--- config.mk ---
export PLATFORM = sky130hd
export DESIGN_NAME = srcsel_top
export DESIGN_NICKNAME = d
export VERILOG_FILES = /design/src/design/srcsel_pkg.sv /design/src/design/srcsel_mon_if.sv /design/src/design/srcsel_top.sv /design/src/design/srcsel_mon.sv
export VERILOG_INCLUDE_DIRS = /design/src /design/src/design
export SDC_FILE = /design/constraint.sdc
export NUM_CORES = 1
export LEC_CHECK = 0
export BUFFER_PORTS_ARGS = -buffer_cell sky130_fd_sc_hd__buf_2
export CELL_PAD_IN_SITES_DETAIL_PLACEMENT = 1
export CELL_PAD_IN_SITES_GLOBAL_PLACEMENT = 2
export CORE_MARGIN = 4
export CORE_UTILIZATION = 40
export CTS_CLUSTER_DIAMETER = 150
export CTS_CLUSTER_SIZE = 8
export DETAILED_ROUTE_END_ITERATION = 6
export GPL_TIMING_DRIVEN = 0
export PLACE_DENSITY = 0.84
export REMOVE_ABC_BUFFERS = 1
export SYNTH_ARGS = -nofsm -noshare
export SYNTH_HDL_FRONTEND = slang
export SYNTH_HIERARCHICAL = 1
export SYNTH_SLANG_ARGS = --single-unit
export TNS_END_PERCENT = 1
--- constraint.sdc ---
create_clock -name clock -period 15.3 [get_ports clock]
set_input_delay 1.53 -clock clock [delete_from_list [all_inputs] [get_ports clock]]
set_output_delay 1.53 -clock clock [all_outputs]
set_load 0.005 [all_outputs]
--- src/design/srcsel_cfg.svh ---
// register offsets, field positions, reset values and timing counts of the source selector
`ifndef SRCSEL_CFG_SVH
`define SRCSEL_CFG_SVH

// ==========================================================
// register offsets (8-bit address)
`define SRCSEL_OFS_INT 8'h05
`define SRCSEL_OFS_REF_SEL 8'h30
`define SRCSEL_OFS_PRI_BASE 8'h31
`define SRCSEL_OFS_REVAL_MASK 8'h33
`define SRCSEL_OFS_REVAL_STS 8'h34
`define SRCSEL_OFS_VALID_STS 8'h35
`define SRCSEL_OFS_SEL_STS 8'h36
`define SRCSEL_OFS_CTRL 8'h48
`define SRCSEL_OFS_UPPER 8'h50
`define SRCSEL_OFS_LOWER 8'h51
`define SRCSEL_OFS_SIZE 8'h52
`define SRCSEL_OFS_DECAY 8'h53

// ==========================================================
// field positions
`define SRCSEL_CTRL_REVERT 0
`define SRCSEL_CTRL_FAST_SW 1
`define SRCSEL_CTRL_FAST_IRQ 2
`define SRCSEL_CTRL_FAST_EN 5
`define SRCSEL_CTRL_TDO_FLAG 6
`define SRCSEL_INT_MAIN_FAIL 14
`define SRCSEL_SEL_LOCKED 4

// ==========================================================
// reset values
`define SRCSEL_REF_SEL_RST 4'hf
`define SRCSEL_PRI_RST 4'h0
`define SRCSEL_CTRL_RST 8'h00
`define SRCSEL_UPPER_RST 8'h06
`define SRCSEL_LOWER_RST 8'h04
`define SRCSEL_SIZE_RST 8'h08
`define SRCSEL_DECAY_RST 2'h1

// ==========================================================
// timing
`define SRCSEL_CLK_KHZ 25000
`define SRCSEL_PERIOD_MS 128
`define SRCSEL_FAST_CYC 64

`endif

--- src/design/srcsel_pkg.sv ---
// types shared by the source selector modules
`default_nettype none
package srcsel_pkg;
	typedef logic [3:0] srcsel_pri_t;
	typedef logic [7:0] srcsel_stamp_t;
	typedef enum logic {SRCSEL_AUTO, SRCSEL_FORCED} srcsel_mode_t;
endpackage
`default_nettype wire

--- src/design/srcsel_mon_if.sv ---
// link between the selector core and one per-source quality monitor
`default_nettype none
interface srcsel_mon_if;
	logic [7:0] upper;
	logic [7:0] lower;
	logic [7:0] size;
	logic [1:0] decay;
	logic fast_en;
	logic fast_alarm_en;
	logic selected;
	logic tick;
	logic avail;
	logic fast_dead;
	modport ctl (output upper, lower, size, decay, fast_en, fast_alarm_en, selected, tick,
		input avail, fast_dead);
	modport mon (input upper, lower, size, decay, fast_en, fast_alarm_en, selected, tick,
		output avail, fast_dead);
endinterface
`default_nettype wire

--- src/design/srcsel_top.sv ---
// reference source selector: register port, priority table and automatic selection
//
// Contract
// forced value not all-zero or all-one selects that port number directly
// all-zero or all-one forced value gives automatic priority selection
// forced value resets to all ones, so start is automatic
// 4-bit priority per port, two per register, lower value ranks higher
// priority 0000 or 1111 excludes the port from automatic choice
// equal priorities order first-in first-out by validation time
// failed head of equal group yields to next; returning port queues behind
// automatic picks best available source, falling down the table on failure
// revertive: higher-ranked newly valid source takes over
// non-revertive: keep source, flag revalidation, interrupt unless masked
// non-revertive: higher valid source present means no change, lock kept
// only lower valid sources left: failure of selected always switches
// software pulses revertive bit to move to revalidated higher source
// fast switching bit: brief inactivity sets alarm and switches reference
// fast inactivity may raise interrupt instead of or besides switching
// interrupt status bit 14 flags fast inactivity of locked reference
// monitor bit 6 drives the lost-source bit onto the test data output
// mirrored bit holds the pin high until software clears it
// mirroring is off after reset
// loss of signal, activity, regularity or frequency makes source unavailable
// frequency checked only on regular, present clocks
// phase anomalies on selected source fill bucket; threshold crossing rejects it
// sources assessed per 128 ms, one fill per faulty period
// empty bucket alarms after threshold/8 seconds, default 0.75 s
`include "srcsel_cfg.svh"
`default_nettype none
module srcsel_top
	import srcsel_pkg::*;
#(
	parameter int NUM_REFS = 4,
	parameter int PERIOD_CYC = `SRCSEL_PERIOD_MS * `SRCSEL_CLK_KHZ,
	parameter int FAST_CYC = `SRCSEL_FAST_CYC
) (
	// clock and reset
	input wire logic clock,
	input wire logic rst_n,
	// register port
	input wire logic [7:0] reg_addr,
	input wire logic [15:0] reg_wdata,
	input wire logic reg_wr,
	input wire logic reg_rd,
	output logic [15:0] reg_rdata,
	// reference inputs and monitor results
	input wire logic [NUM_REFS-1:0] ref_clk_pin,
	input wire logic [NUM_REFS-1:0] ref_los_pin,
	input wire logic [NUM_REFS-1:0] freq_oob,
	input wire logic [NUM_REFS-1:0] phase_anom,
	// selection result
	output logic [3:0] sel_port,
	output logic sel_locked,
	output logic irq,
	// test data output sharing
	input wire logic jtag_tdo,
	input wire logic jtag_tdo_oe,
	output logic tdo_out,
	output logic tdo_oe
);
	localparam int IW = (NUM_REFS > 1) ? $clog2(NUM_REFS) : 1;
	localparam int PW = $clog2(PERIOD_CYC);

	logic [1:0] rst_sync_ff;
	logic rst_i_n;
	logic [3:0] ref_sel_ff;
	srcsel_pri_t pri_ff [NUM_REFS];
	logic [7:0] ctrl_ff;
	logic [7:0] upper_ff;
	logic [7:0] lower_ff;
	logic [7:0] size_ff;
	logic [1:0] decay_ff;
	logic [NUM_REFS-1:0] reval_mask_ff;
	logic [NUM_REFS-1:0] reval_ff;
	logic main_fail_ff;
	logic [PW-1:0] period_cnt_ff;
	logic tick_ff;
	srcsel_stamp_t seq_ff;
	srcsel_stamp_t stamp_ff [NUM_REFS];
	logic [NUM_REFS-1:0] valid_d_ff;
	logic [IW-1:0] sel_ff;
	logic has_sel_ff;
	logic was_forced_ff;
	logic [15:0] rdata_ff;
	logic [3:0] sel_port_ff;
	logic sel_locked_ff;
	logic irq_ff;
	logic tdo_out_ff;
	logic tdo_oe_ff;

	logic [NUM_REFS-1:0] avail;
	logic [NUM_REFS-1:0] fast_dead;
	logic [NUM_REFS-1:0] eligible;
	logic [NUM_REFS-1:0] rising;
	logic [NUM_REFS-1:0] outranks;
	logic [IW-1:0] best;
	logic best_ok;
	logic any_higher;
	logic [IW-1:0] nxt_sel;
	logic nxt_has_sel;
	srcsel_mode_t mode;
	logic wr_int;
	logic wr_reval;

	// ==========================================================
	// reset release
	always_ff @(posedge clock or negedge rst_n) begin
		if (!rst_n) rst_sync_ff <= 2'b00;
		else rst_sync_ff <= {rst_sync_ff[0], 1'b1};
	end
	assign rst_i_n = rst_sync_ff[1];

	// ==========================================================
	// configuration registers
	always_ff @(posedge clock or negedge rst_i_n) begin
		if (!rst_i_n) begin
			ref_sel_ff <= `SRCSEL_REF_SEL_RST;
			ctrl_ff <= `SRCSEL_CTRL_RST;
			upper_ff <= `SRCSEL_UPPER_RST;
			lower_ff <= `SRCSEL_LOWER_RST;
			size_ff <= `SRCSEL_SIZE_RST;
			decay_ff <= `SRCSEL_DECAY_RST;
			reval_mask_ff <= '0;
		end else if (reg_wr) begin
			unique case (reg_addr)
				`SRCSEL_OFS_REF_SEL: ref_sel_ff <= reg_wdata[3:0];
				`SRCSEL_OFS_CTRL: ctrl_ff <= reg_wdata[7:0];
				`SRCSEL_OFS_UPPER: upper_ff <= reg_wdata[7:0];
				`SRCSEL_OFS_LOWER: lower_ff <= reg_wdata[7:0];
				`SRCSEL_OFS_SIZE: size_ff <= reg_wdata[7:0];
				`SRCSEL_OFS_DECAY: decay_ff <= reg_wdata[1:0];
				`SRCSEL_OFS_REVAL_MASK: reval_mask_ff <= reg_wdata[NUM_REFS-1:0];
				default: ;
			endcase
		end
	end

	// ==========================================================
	// per-port priorities, two nibbles per register, and monitors
	genvar g;
	generate
		for (g = 0; g < NUM_REFS; g++) begin : g_ref
			srcsel_mon_if mi ();

			always_ff @(posedge clock or negedge rst_i_n) begin
				if (!rst_i_n) pri_ff[g] <= `SRCSEL_PRI_RST;
				else if (reg_wr && reg_addr == 8'(`SRCSEL_OFS_PRI_BASE + g / 2))
					pri_ff[g] <= reg_wdata[4 * (g % 2) +: 4];
			end

			// stamp taken when the port becomes valid keeps equal groups in arrival order
			always_ff @(posedge clock or negedge rst_i_n) begin
				if (!rst_i_n) stamp_ff[g] <= 8'h00;
				else if (rising[g]) stamp_ff[g] <= seq_ff;
			end

			assign mi.upper = upper_ff;
			assign mi.lower = lower_ff;
			assign mi.size = size_ff;
			assign mi.decay = decay_ff;
			assign mi.fast_en = ctrl_ff[`SRCSEL_CTRL_FAST_EN];
			assign mi.fast_alarm_en = ctrl_ff[`SRCSEL_CTRL_FAST_SW];
			assign mi.selected = has_sel_ff && (sel_ff == IW'(g));
			assign mi.tick = tick_ff;
			assign avail[g] = mi.avail;
			assign fast_dead[g] = mi.fast_dead;
			assign eligible[g] = avail[g] && pri_ff[g] != 4'h0 && pri_ff[g] != 4'hf;
			assign rising[g] = eligible[g] && !valid_d_ff[g];

			srcsel_mon #(
				.FAST_CYC(FAST_CYC)
			) u_mon (
				.clock(clock),
				.rst_n(rst_i_n),
				.ref_pin(ref_clk_pin[g]),
				.los_pin(ref_los_pin[g]),
				.freq_oob(freq_oob[g]),
				.phase_anom(phase_anom[g]),
				.m(mi.mon)
			);
		end
	endgenerate

	// ==========================================================
	// assessment period tick and arrival sequence
	always_ff @(posedge clock or negedge rst_i_n) begin
		if (!rst_i_n) begin
			period_cnt_ff <= '0;
			tick_ff <= 1'b0;
		end else if (period_cnt_ff == PW'(PERIOD_CYC - 1)) begin
			period_cnt_ff <= '0;
			tick_ff <= 1'b1;
		end else begin
			period_cnt_ff <= period_cnt_ff + 1'b1;
			tick_ff <= 1'b0;
		end
	end

	// the sequence wraps after 256 validations; ties then may reorder once
	always_ff @(posedge clock or negedge rst_i_n) begin
		if (!rst_i_n) begin
			seq_ff <= 8'h00;
			valid_d_ff <= '0;
		end else begin
			valid_d_ff <= eligible;
			if (|rising) seq_ff <= seq_ff + 8'h01;
		end
	end

	// ==========================================================
	// ranking: lower priority value first, then earlier stamp
	function automatic logic ahead(input srcsel_pri_t pa, input srcsel_stamp_t sa,
		input srcsel_pri_t pb, input srcsel_stamp_t sb);
		ahead = (pa < pb) || (pa == pb && sa < sb);
	endfunction

	always_comb begin
		best = '0;
		best_ok = 1'b0;
		for (int i = 0; i < NUM_REFS; i++) begin
			if (eligible[i] && (!best_ok
				|| ahead(pri_ff[i], stamp_ff[i], pri_ff[best], stamp_ff[best]))) begin
				best = IW'(i);
				best_ok = 1'b1;
			end
		end
	end

	always_comb begin
		for (int i = 0; i < NUM_REFS; i++) begin
			// only a strictly better value outranks; equal ones wait their turn
			outranks[i] = eligible[i] && has_sel_ff && IW'(i) != sel_ff
				&& pri_ff[i] < pri_ff[sel_ff];
		end
		any_higher = |outranks;
	end

	// ==========================================================
	// selection decision
	assign mode = (ref_sel_ff != 4'h0 && ref_sel_ff != 4'hf) ? SRCSEL_FORCED : SRCSEL_AUTO;

	always_comb begin
		nxt_sel = sel_ff;
		nxt_has_sel = has_sel_ff;
		unique case (mode)
			SRCSEL_FORCED: begin
				nxt_has_sel = ({28'h0, ref_sel_ff} <= NUM_REFS);
				nxt_sel = IW'(ref_sel_ff - 4'h1);
			end
			SRCSEL_AUTO: begin
				// leaving forced mode ranks afresh instead of holding the forced port
				if (ctrl_ff[`SRCSEL_CTRL_REVERT] || !has_sel_ff || was_forced_ff) begin
					nxt_sel = best;
					nxt_has_sel = best_ok;
				end else if (!eligible[sel_ff] && !any_higher) begin
					// a failed source with no better one waiting gives way to the best one left
					nxt_sel = best;
					nxt_has_sel = best_ok;
				end
			end
		endcase
	end

	always_ff @(posedge clock or negedge rst_i_n) begin
		if (!rst_i_n) begin
			sel_ff <= '0;
			has_sel_ff <= 1'b0;
			was_forced_ff <= 1'b0;
		end else begin
			sel_ff <= nxt_sel;
			has_sel_ff <= nxt_has_sel;
			was_forced_ff <= (mode == SRCSEL_FORCED);
		end
	end

	// ==========================================================
	// status flags: a hardware set wins over a same-cycle clear
	assign wr_reval = reg_wr && reg_addr == `SRCSEL_OFS_REVAL_STS;
	assign wr_int = reg_wr && reg_addr == `SRCSEL_OFS_INT;

	always_ff @(posedge clock or negedge rst_i_n) begin
		if (!rst_i_n) reval_ff <= '0;
		else begin
			for (int i = 0; i < NUM_REFS; i++) begin
				if (rising[i] && outranks[i] && mode == SRCSEL_AUTO
					&& !ctrl_ff[`SRCSEL_CTRL_REVERT]) reval_ff[i] <= 1'b1;
				else if (wr_reval && reg_wdata[i]) reval_ff[i] <= 1'b0;
			end
		end
	end

	always_ff @(posedge clock or negedge rst_i_n) begin
		if (!rst_i_n) main_fail_ff <= 1'b0;
		else if (ctrl_ff[`SRCSEL_CTRL_FAST_EN] && has_sel_ff && fast_dead[sel_ff])
			main_fail_ff <= 1'b1;
		else if (wr_int && reg_wdata[`SRCSEL_INT_MAIN_FAIL]) main_fail_ff <= 1'b0;
	end

	// ==========================================================
	// outputs
	always_ff @(posedge clock or negedge rst_i_n) begin
		if (!rst_i_n) begin
			sel_port_ff <= 4'h0;
			sel_locked_ff <= 1'b0;
			irq_ff <= 1'b0;
		end else begin
			sel_port_ff <= has_sel_ff ? 4'(sel_ff) + 4'h1 : 4'h0;
			sel_locked_ff <= has_sel_ff;
			irq_ff <= |(reval_ff & ~reval_mask_ff)
				|| (main_fail_ff && ctrl_ff[`SRCSEL_CTRL_FAST_IRQ]);
		end
	end

	// mirroring only when asked, so boundary scan works untouched by default
	always_ff @(posedge clock or negedge rst_i_n) begin
		if (!rst_i_n) begin
			tdo_out_ff <= 1'b0;
			tdo_oe_ff <= 1'b0;
		end else if (ctrl_ff[`SRCSEL_CTRL_TDO_FLAG]) begin
			tdo_out_ff <= main_fail_ff;
			tdo_oe_ff <= 1'b1;
		end else begin
			tdo_out_ff <= jtag_tdo;
			tdo_oe_ff <= jtag_tdo_oe;
		end
	end

	// ==========================================================
	// register read: data stand one cycle, zero otherwise and on unmapped offsets
	always_ff @(posedge clock or negedge rst_i_n) begin
		if (!rst_i_n) rdata_ff <= 16'h0000;
		else if (!reg_rd) rdata_ff <= 16'h0000;
		else begin
			rdata_ff <= 16'h0000;
			unique case (reg_addr)
				`SRCSEL_OFS_REF_SEL: rdata_ff <= {12'h000, ref_sel_ff};
				`SRCSEL_OFS_CTRL: rdata_ff <= {8'h00, ctrl_ff};
				`SRCSEL_OFS_UPPER: rdata_ff <= {8'h00, upper_ff};
				`SRCSEL_OFS_LOWER: rdata_ff <= {8'h00, lower_ff};
				`SRCSEL_OFS_SIZE: rdata_ff <= {8'h00, size_ff};
				`SRCSEL_OFS_DECAY: rdata_ff <= {14'h0000, decay_ff};
				`SRCSEL_OFS_REVAL_MASK: rdata_ff <= 16'(reval_mask_ff);
				`SRCSEL_OFS_REVAL_STS: rdata_ff <= 16'(reval_ff);
				`SRCSEL_OFS_VALID_STS: rdata_ff <= 16'(eligible);
				`SRCSEL_OFS_INT: rdata_ff <= 16'(main_fail_ff) << `SRCSEL_INT_MAIN_FAIL;
				`SRCSEL_OFS_SEL_STS: rdata_ff <= {11'h000, has_sel_ff, sel_port_ff};
				default: begin
					for (int i = 0; i < NUM_REFS; i += 2) begin
						if (reg_addr == 8'(`SRCSEL_OFS_PRI_BASE + i / 2)) begin
							rdata_ff[3:0] <= pri_ff[i];
							if (i + 1 < NUM_REFS) rdata_ff[7:4] <= pri_ff[(i + 1) % NUM_REFS];
						end
					end
				end
			endcase
		end
	end

	assign reg_rdata = rdata_ff;
	assign sel_port = sel_port_ff;
	assign sel_locked = sel_locked_ff;
	assign irq = irq_ff;
	assign tdo_out = tdo_out_ff;
	assign tdo_oe = tdo_oe_ff;
endmodule
`default_nettype wire

--- src/design/srcsel_mon.sv ---
// per-source activity, leaky-bucket and frequency qualification monitor
`include "srcsel_cfg.svh"
`default_nettype none
module srcsel_mon
	import srcsel_pkg::*;
#(
	parameter int FAST_CYC = `SRCSEL_FAST_CYC
) (
	// clock and synchronised reset
	input wire logic clock,
	input wire logic rst_n,
	// source pins and monitor inputs
	input wire logic ref_pin,
	input wire logic los_pin,
	input wire logic freq_oob,
	input wire logic phase_anom,
	// core link
	srcsel_mon_if.mon m
);
	logic [2:0] ref_sync_ff;
	logic [2:0] los_sync_ff;
	logic ref_lvl_ff;
	logic los_ff;
	logic [$clog2(FAST_CYC+1)-1:0] fast_cnt_ff;
	logic seen_edge_ff;
	logic anom_ff;
	logic [7:0] bucket_ff;
	logic [2:0] leak_cnt_ff;
	logic alarm_ff;
	logic freq_bad_ff;
	logic avail_ff;
	logic ref_edge;
	logic fault;

	// ==========================================================
	// pin synchronisers: a change counts once stages two and three agree
	always_ff @(posedge clock or negedge rst_n) begin
		if (!rst_n) begin
			ref_sync_ff <= 3'h0;
			los_sync_ff <= 3'h0;
			ref_lvl_ff <= 1'b0;
			los_ff <= 1'b0;
		end else begin
			ref_sync_ff <= {ref_sync_ff[1:0], ref_pin};
			los_sync_ff <= {los_sync_ff[1:0], los_pin};
			if (ref_sync_ff[1] == ref_sync_ff[2]) ref_lvl_ff <= ref_sync_ff[2];
			if (los_sync_ff[1] == los_sync_ff[2]) los_ff <= los_sync_ff[2];
		end
	end

	assign ref_edge = (ref_sync_ff[1] == ref_sync_ff[2]) && (ref_sync_ff[2] != ref_lvl_ff);

	// ==========================================================
	// fast inactivity: FAST_CYC clock cycles without a reference edge
	always_ff @(posedge clock or negedge rst_n) begin
		if (!rst_n) fast_cnt_ff <= '0;
		else if (ref_edge) fast_cnt_ff <= '0;
		else if (fast_cnt_ff != FAST_CYC[$bits(fast_cnt_ff)-1:0]) fast_cnt_ff <= fast_cnt_ff + 1'b1;
	end
	assign m.fast_dead = (fast_cnt_ff == FAST_CYC[$bits(fast_cnt_ff)-1:0]);

	// ==========================================================
	// per-period fault collection
	always_ff @(posedge clock or negedge rst_n) begin
		if (!rst_n) begin
			seen_edge_ff <= 1'b0;
			anom_ff <= 1'b0;
		end else if (m.tick) begin
			seen_edge_ff <= ref_edge;
			anom_ff <= phase_anom && m.selected;
		end else begin
			if (ref_edge) seen_edge_ff <= 1'b1;
			if (phase_anom && m.selected) anom_ff <= 1'b1;
		end
	end
	assign fault = !seen_edge_ff || anom_ff;

	// ==========================================================
	// leaky bucket: one fill per faulty period, a leak only when no fill
	always_ff @(posedge clock or negedge rst_n) begin
		if (!rst_n) begin
			bucket_ff <= 8'h00;
			leak_cnt_ff <= 3'h0;
		end else if (m.tick) begin
			if (fault) begin
				if (bucket_ff < m.size) bucket_ff <= bucket_ff + 8'h01;
				leak_cnt_ff <= 3'h0;
			end else if (leak_cnt_ff >= 3'((4'h1 << m.decay) - 4'h1)) begin
				leak_cnt_ff <= 3'h0;
				if (bucket_ff != 8'h00) bucket_ff <= bucket_ff - 8'h01;
			end else begin
				leak_cnt_ff <= leak_cnt_ff + 3'h1;
			end
		end
	end

	// ==========================================================
	// alarm: set at the upper threshold, clear below the lower one
	always_ff @(posedge clock or negedge rst_n) begin
		if (!rst_n) alarm_ff <= 1'b0;
		else if (bucket_ff >= m.upper) alarm_ff <= 1'b1;
		else if (m.fast_en && m.fast_alarm_en && m.fast_dead) alarm_ff <= 1'b1;
		else if (bucket_ff < m.lower) alarm_ff <= 1'b0;
	end

	// frequency result is only trusted on a regular, present clock
	always_ff @(posedge clock or negedge rst_n) begin
		if (!rst_n) freq_bad_ff <= 1'b0;
		else if (!alarm_ff && !los_ff) freq_bad_ff <= freq_oob;
	end

	always_ff @(posedge clock or negedge rst_n) begin
		if (!rst_n) avail_ff <= 1'b0;
		else avail_ff <= !los_ff && !alarm_ff && !freq_bad_ff
			&& !(m.fast_en && m.fast_alarm_en && m.fast_dead);
	end
	assign m.avail = avail_ff;
endmodule
`default_nettype wire

== After elaboration in Yosys (flattened, before gate mapping) ==
Cells that the tools add are included.

* Add/sub/neg operators: 21
* $lt $le $gt $ge: 31
* Equality and inequality tests: 53
* Shift operators: 1
* Muxes and demuxes: 113
* Bitwise logic cells: 6
* Reduce and logical (&&, ||, !) cells: 183

{| class="wikitable"
|+ Operators with widths
! cell !! count
|-
| 8-bit 2-to-1 mux || 22
|-
| 8-bit < comparator || 11
|-
| 8-bit one-hot mux with 11 select lines || 1
|-
| 1-bit logical AND || 85
|-
| 7-bit 2-to-1 mux || 9
|-
| 8-bit by 6-bit equality test with 1-bit output (second input constant) || 7
|-
| 2-bit nonzero test || 26
|-
| 1-bit 2-to-1 mux || 51
|-
| 8-bit by 1-bit adder with 8-bit output (second input constant) || 5
|-
| 8-bit by 7-bit equality test with 1-bit output (second input constant) || 5
|-
| 8-bit binary-select mux with 2-bit select || 2
|-
| 8-bit greater-or-equal comparator || 4
|-
| 8-bit nonzero test || 4
|-
| 8-bit by 1-bit subtractor with 8-bit output (second input constant) || 4
|-
| 1-bit zero test || 31
|-
| 7-bit by 1-bit adder with 7-bit output (second input constant) || 4
|-
| 7-bit equality test (second input constant) || 4
|-
| 4-bit < comparator || 7
|-
| 7-bit inequality test (second input constant) || 4
|-
| 3-bit 2-to-1 mux || 9
|-
| 4-bit binary-select mux with 2-bit select || 3
|-
| 4-bit 2-to-1 mux || 6
|-
| 22-bit by 1-bit adder with 22-bit output (second input constant) || 1
|-
| 22-bit equality test (second input constant) || 1
|-
| 37 further kinds || 102
|}

* Register bits: 283
* Bits of input ports: 46
* Logic and storage cells: 490

== Depth between registers and ports, before layout ==
* Word-level depth: 31
* Depth in mapped cells: 27

== By module ==
Netlist, hierarchy kept.

{| class="wikitable"
|+ Modules (own cells, without submodules)
! module !! times used !! cells an instance !! area an instance (µm²) !! sequential area each (µm²)
|-
| srcsel_top || 1 || 784 || 8220.4 || 3814.9
|-
| srcsel_mon at g_ref[0].u_mon ... || 3 || 220 || 2173.3 || 775.7
|-
| srcsel_mon at g_ref[3].u_mon || 1 || 223 || 2174.6 || 775.7
|}

== Least setup slack after synthesis ==
Ideal clock, no wire load.

* Path type: register to register
* Start point: register stamp_ff[21] (netlist name)
* End point: register sel_ff[1]
* Setup time: 111 ps
* Arrival time: 5174 ps
* Path slack: 10015 ps
* Cell stages (with the launch flop): 23
* Path buffers: 2
* Period minus slack after synthesis: 5285 ps
* Cells stage by stage: dfrtp_1 > ha_1 > a211oi_1 > nor2_1 > or4_4 > o22ai_4 > buf_2 > mux2i_1 > ha_1 > a211oi_1 > nor2_1 > nor4_1 > inv_1 > o21ai_1 > clkbuf_1 > a21oi_1 > ha_1 > a21o_1 > a21oi_1 > o2111ai_1 > a2111oi_2 > nor3b_1 > a222oi_1

* Cells in the longest elaborated chain, start to end: 29

{| class="wikitable"
|+ Ends and longest elaborated chain
! item !! RTL line !! RTL
|-
| start: declaration || srcsel_top.sv:79 || <nowiki>srcsel_stamp_t stamp_ff [NUM_REFS];</nowiki>
|-
| start signal: indexed assignment || srcsel_top.sv:154 || <nowiki>else if (rising[g]) stamp_ff[g] <= seq_ff;</nowiki>
|-
| 8-bit < comparator || srcsel_top.sv:214 || <nowiki>ahead = (pa < pb) || (pa == pb && sa < sb);</nowiki>
|-
| 1-bit logical AND || srcsel_top.sv:214 ||
|-
| 1-bit logical OR || srcsel_top.sv:214 ||
|-
| 1-bit logical OR || srcsel_top.sv:222 || <nowiki>|| ahead(pri_ff[i], stamp_ff[i], pri_ff[best], stamp_ff[best]))) begin</nowiki>
|-
| 1-bit logical AND || srcsel_top.sv:221 || <nowiki>if (eligible[i] && (!best_ok</nowiki>
|-
| 1-bit 2-to-1 mux || srcsel_top.sv:221 ||
|-
| 2-bit NOT with 3-bit output (implied by the code) || srcsel_top.sv:222 ||
|-
| 8-bit binary-select mux with 2-bit select or 4-bit binary-select mux with 2-bit select (tied branches) || srcsel_top.sv:222 ||
|-
| [... 13 more ...] || - ||
|-
| 1-bit logical AND || srcsel_top.sv:214 ||
|-
| 1-bit logical OR || srcsel_top.sv:214 ||
|-
| 1-bit logical OR || srcsel_top.sv:222 ||
|-
| 1-bit logical AND || srcsel_top.sv:221 ||
|-
| 2-bit 2-to-1 mux * || srcsel_top.sv:221 ||
|-
| 2-bit 2-to-1 mux || srcsel_top.sv:255 || <nowiki>end else if (!eligible[sel_ff] && !any_higher) begin</nowiki>
|-
| 2-bit 2-to-1 mux * || srcsel_top.sv:252 || <nowiki>if (ctrl_ff[`SRCSEL_CTRL_REVERT] || !has_sel_ff || was_forced_ff) begin</nowiki>
|-
| 2-bit one-hot mux with 2 select lines * || srcsel_top.sv:245 || <nowiki>unique case (mode)</nowiki>
|-
| end signal: assignment || srcsel_top.sv:270 || <nowiki>sel_ff <= nxt_sel;</nowiki>
|-
| end: declaration || srcsel_top.sv:81 || <nowiki>logic [IW-1:0] sel_ff;</nowiki>
|}

Mark *: on every way between the ends. The rest lies on a longest branch, timed or not. The select of a mux whose other input is x is not followed.
A chain may end at the register's enable or synchronous reset.

== Worst setup path after layout ==
* Start point: register stamp_ff[21] (netlist name)
* End point: register sel_ff[0]

The elaborated chain is that of the path after synthesis.

==> results.md <==
* Row Count at 75
* Final count of negative-setup-slack endpoints at 0
* Post-synthesis compound-gate area fraction at 0.134
* Cell area after technology mapping at 16900 µm²
* Number of standard cells after synthesis at 1667
* Highest net fanout along the worst path at 24
* Dominant cell type by area after synthesis: sky130_fd_sc_hd__dfrtp_1
* Root cell of the clock tree: sky130_fd_sc_hd__clkbuf_16
* Clock period minus worst slack at 6.46 ns
* Total length of routed wires at 47300 µm
* Fraction of the mapped netlist area in adder cells at 0.149
* Drt pass-1 iters at 5
* Run status: complete, no violations
* YS warnings at 6
* Buffers from clock root to sink, at most at 3
* RSZ-0062 raised after global routing: false
* Area contributors post-synth: sky130_fd_sc_hd__dfrtp_1, sky130_fd_sc_hd__ha_1, sky130_fd_sc_hd__mux2_2
* Crit-path cells: ha_1 -> a211oi_1 -> nor2_1 -> or4_4 -> o22ai_4 -> mux2i_1 -> ha_1 -> a211oi_1 -> nor2_1 -> nor4_1 -> inv_1 -> o21ai_2 -> nor2_1 -> a21oi_1 -> ha_1 -> a21o_1 -> a21oi_1 -> o2111ai_1 -> a2111oi_2 -> nor3_1 -> a222oi_1
* Count of port buffers added during placement at 54
* Net Switching at 654 µW
* Clock skew after layout at 0.0186 ns
* Required time of the worst setup path at 15.73 ns
* Commonest non-fill, non-tap cell in the layout: sky130_fd_sc_hd__dfrtp_1
* Post-route cell area at 18900 µm²
* Post-CTS setup repair buffer count at 0
* Delay of the slowest cell on the worst path at 0.74 ns
* Detailed Route Iter0 Violations at 787
* # fillers at 4649
* CTS sink count at 276
* Number of global-route vias before repair at 13800
* Internal power summed over all cells at 1.49 mW
* Leak at 8.76 nW
* Distinct cell type count of the synthesized netlist at 77
* Maximum vdd ir drop at 0.0709 mV
* Async set-reset flop share out of synthesis at 1.00
* Overall overflow remaining after global route at 0
* Global-route usage over all layers at 0.211
* Largest family of logic cells by synthesized area: adder cells
* Worst Hold Class: flip-flop to async pin
* Peak Freq at 0.155 GHz
* Antenna violations before repair at 3
* Mapped Avg Cell Area at 10.1 µm²
* Slowest cell on the critical path: sky130_fd_sc_hd__o21ai_2
* Layout cell share with drive strength beyond 1 at 0.145
* Overall die area at 45600 µm²
* Sequential area share after synthesis at 0.409
* Part of the total power dissipated in sequential elements at 0.404
* Overall via count from detail_route at 12900
* Via-to-Cell Ratio at 5.63
* Initial core utilization at 0.404
* Chip height at 214 µm
* Detailed-route wire length per cell at 20.7 µm
* Clock group share of total power at 0.385
* P per Cell Area at 113 nW/µm²
* Seq cells post-synth at 276
* Std-Cell Core Area at 41900 µm²
* Pin count of the biggest net entering global routing at 70
* XOR/XNOR Fraction of Synth Area at 0.0337
* Final routed DRC violation total at 0
* Total Power Consumption at 2.14 mW
* Net count, final at 1970
* Max Cap Violations at 0
* CTS Hold Bufs at 0
* Io pins at 70
* DP Wirelength at 34200 µm
* Placed cell areas at 17800 µm²
* TritonCTS buffer count at 40
* Count of nets left with antenna violations after detail routing at 0
* Commonest non-fill, non-tap cells in the layout: sky130_fd_sc_hd__dfrtp_1, sky130_fd_sc_hd__ha_1, sky130_fd_sc_hd__inv_1, sky130_fd_sc_hd__nand2_1, sky130_fd_sc_hd__nor2_1
* Syn-to-layout area delta at 11.9%
* Crit path kind: flip-flop to flip-flop
* Clock insertion delay at the later pin of the skew report at 0.54 ns
* Period Utilization, post-route at 0.422
* Number of hold-slack violations in the final timing report at 0
* Most used flip-flop cell after synthesis: sky130_fd_sc_hd__dfrtp_1
* Number of enable-type register cells in the synthesized netlist at 0
* Global-route wire length before repair at 76500 µm
* Post-Route Setup TNS at 0 ns
* CTS clk-pin slew, worst paths at 0.05 ns
* Maximum level of the CTS H-tree at 2
* Synth top area share at 0.395
* Worst r2r src: stamp_ff[21]$_DFFE_PN0P_
* Relative slew slack at 0.289
* End-of-flow core utilization at 0.452
* Post-CTS sizing at 0
* Area fraction in and, or, nand and nor cells after synthesis at 0.136
* Fraction of power spent switching nets at 0.306
* Fraction of power consumed by combinational cells at 0.211
* Arrival time at the worst endpoint at 6.89 ns
* Setup crit start kind: flip-flop
* Clock tree from TritonCTS: yes
* Worst setup path start: stamp_ff[21]$_DFFE_PN0P_
* Global placer's final weighted congestion at 0.836
* Sort of element at the end of the critical path: flip-flop
* Die Wd at 214 µm
* Final Slew Violations at 0
* Slew of the pin with the lowest slew margin at 1.07 ns
* Proportion of synthesized area in mux cells at 0.0870
-- state kept, by name (all words and copies together) (netlist names), 8 cells and up --
signal,flops
g_ref.u_mon/bucket_ff,32
stamp_ff,32
g_ref.u_mon/fast_cnt_ff,28
period_cnt_ff,22
pri_ff,16
g_ref.u_mon/leak_cnt_ff,12
g_ref.u_mon/los_sync_ff,12
g_ref.u_mon/ref_sync_ff,12
reg_rdata,9
ctrl_ff,8
g_ref.mi.lower,8
g_ref.mi.size,8
g_ref.mi.upper,8
seq_ff,8
-- final timing paths --
check	end	slack, ns	cells after the start
setup / recovery	sel_ff[0]$_DFFE_PN0P_	8.84	21
hold / removal	g_ref[3].u_mon/los_sync_ff[1]$_DFF_PN0_	0.22	0
setup reg to reg	sel_ff[0]$_DFFE_PN0P_	8.84	21
hold reg to reg	g_ref[3].u_mon/los_sync_ff[1]$_DFF_PN0_	0.22	0
max in group asynchronous	g_ref[0].mi.upper[1]$_DFFE_PN1P_	14.06	2
min in group clock	g_ref[2].u_mon/ref_sync_ff[1]$_DFF_PN0_	0.35	0
-- metal layers --
metal,up-vias,track usage,share of wire
met5,-,0,0.00040
met4,2,0.0700,0.030
met3,82,0.0315,0.034
met2,198,0.360,0.49
met1,6516,0.279,0.45
li1,6082,-,-
-- cell families after synthesis --
family | Yosys count
AND/OR/NAND/NOR | 463
AO/OA/AOI/OAI | 322
flip-flops | 276
buffers and inverters | 211
adder cells (fa/ha/maj) | 201
multiplexers | 127
XOR/XNOR | 65
other | 2
-- power by group through the flow --
stage / Combinational, mW / Sequential [mW] / Clock, mW
after floorplan: 0.331 / 0.855 / 0
after global placement: 0.410 / 0.886 / 0
after detailed placement: 0.449 / 0.876 / 0
after CTS: 0.454 / 0.865 / 0.850
after global routing: 0.511 / 0.874 / 0.881
final: 0.451 / 0.865 / 0.823
-- cell type report --
cell class                      count  area, µm²  area share
Multi-Input combinational cell   1187       9190       0.485
Clock inverter                      3       55.1     0.00291
Clock buffer                       57       1060      0.0562
Antenna cell                        1       2.50    0.000132
Tap cell                          539        674      0.0356
Timing Repair Buffer               59        388      0.0205
Sequential cell                   276       6920       0.366
Inverter                          167        637      0.0336
-- through the flow --
step / setup WS [ns] / cells / hold WS (ns)
final: 8.84 / 2289 / 0.223
after global routing: 8.24 / 2288 / 0.247
after CTS: 8.77 / 2288 / 0.228
after detailed placement: 8.82 / 2228 / 0.228
after global placement: 3.64 / 2223 / 0.334
after floorplan: 7.05 / 1630 / 0.331
-- synth_stat cells, drive strengths merged (30+ instances only) --
library cell,count
mux2,90
nor2,116
ha,189
xnor2,36
dfrtp,267
nand3,61
inv,165
nand4,32
a21oi,60
mux2i,30
nand2,126
o21ai,74
-- worst max-delay path, delay by kind of cell, from the launching register on --
family / cells / cell delay (ns)
AOI/OAI and AO/OA: 10 / 3.26
and+or+nand+nor: 6 / 1.30
adders and majority gates: 3 / 0.89
DFF: 1 / 0.40
muxes: 1 / 0.35
buffers and inverters: 1 / 0.13
Note: power is estimated with default switching activity, not from simulation.
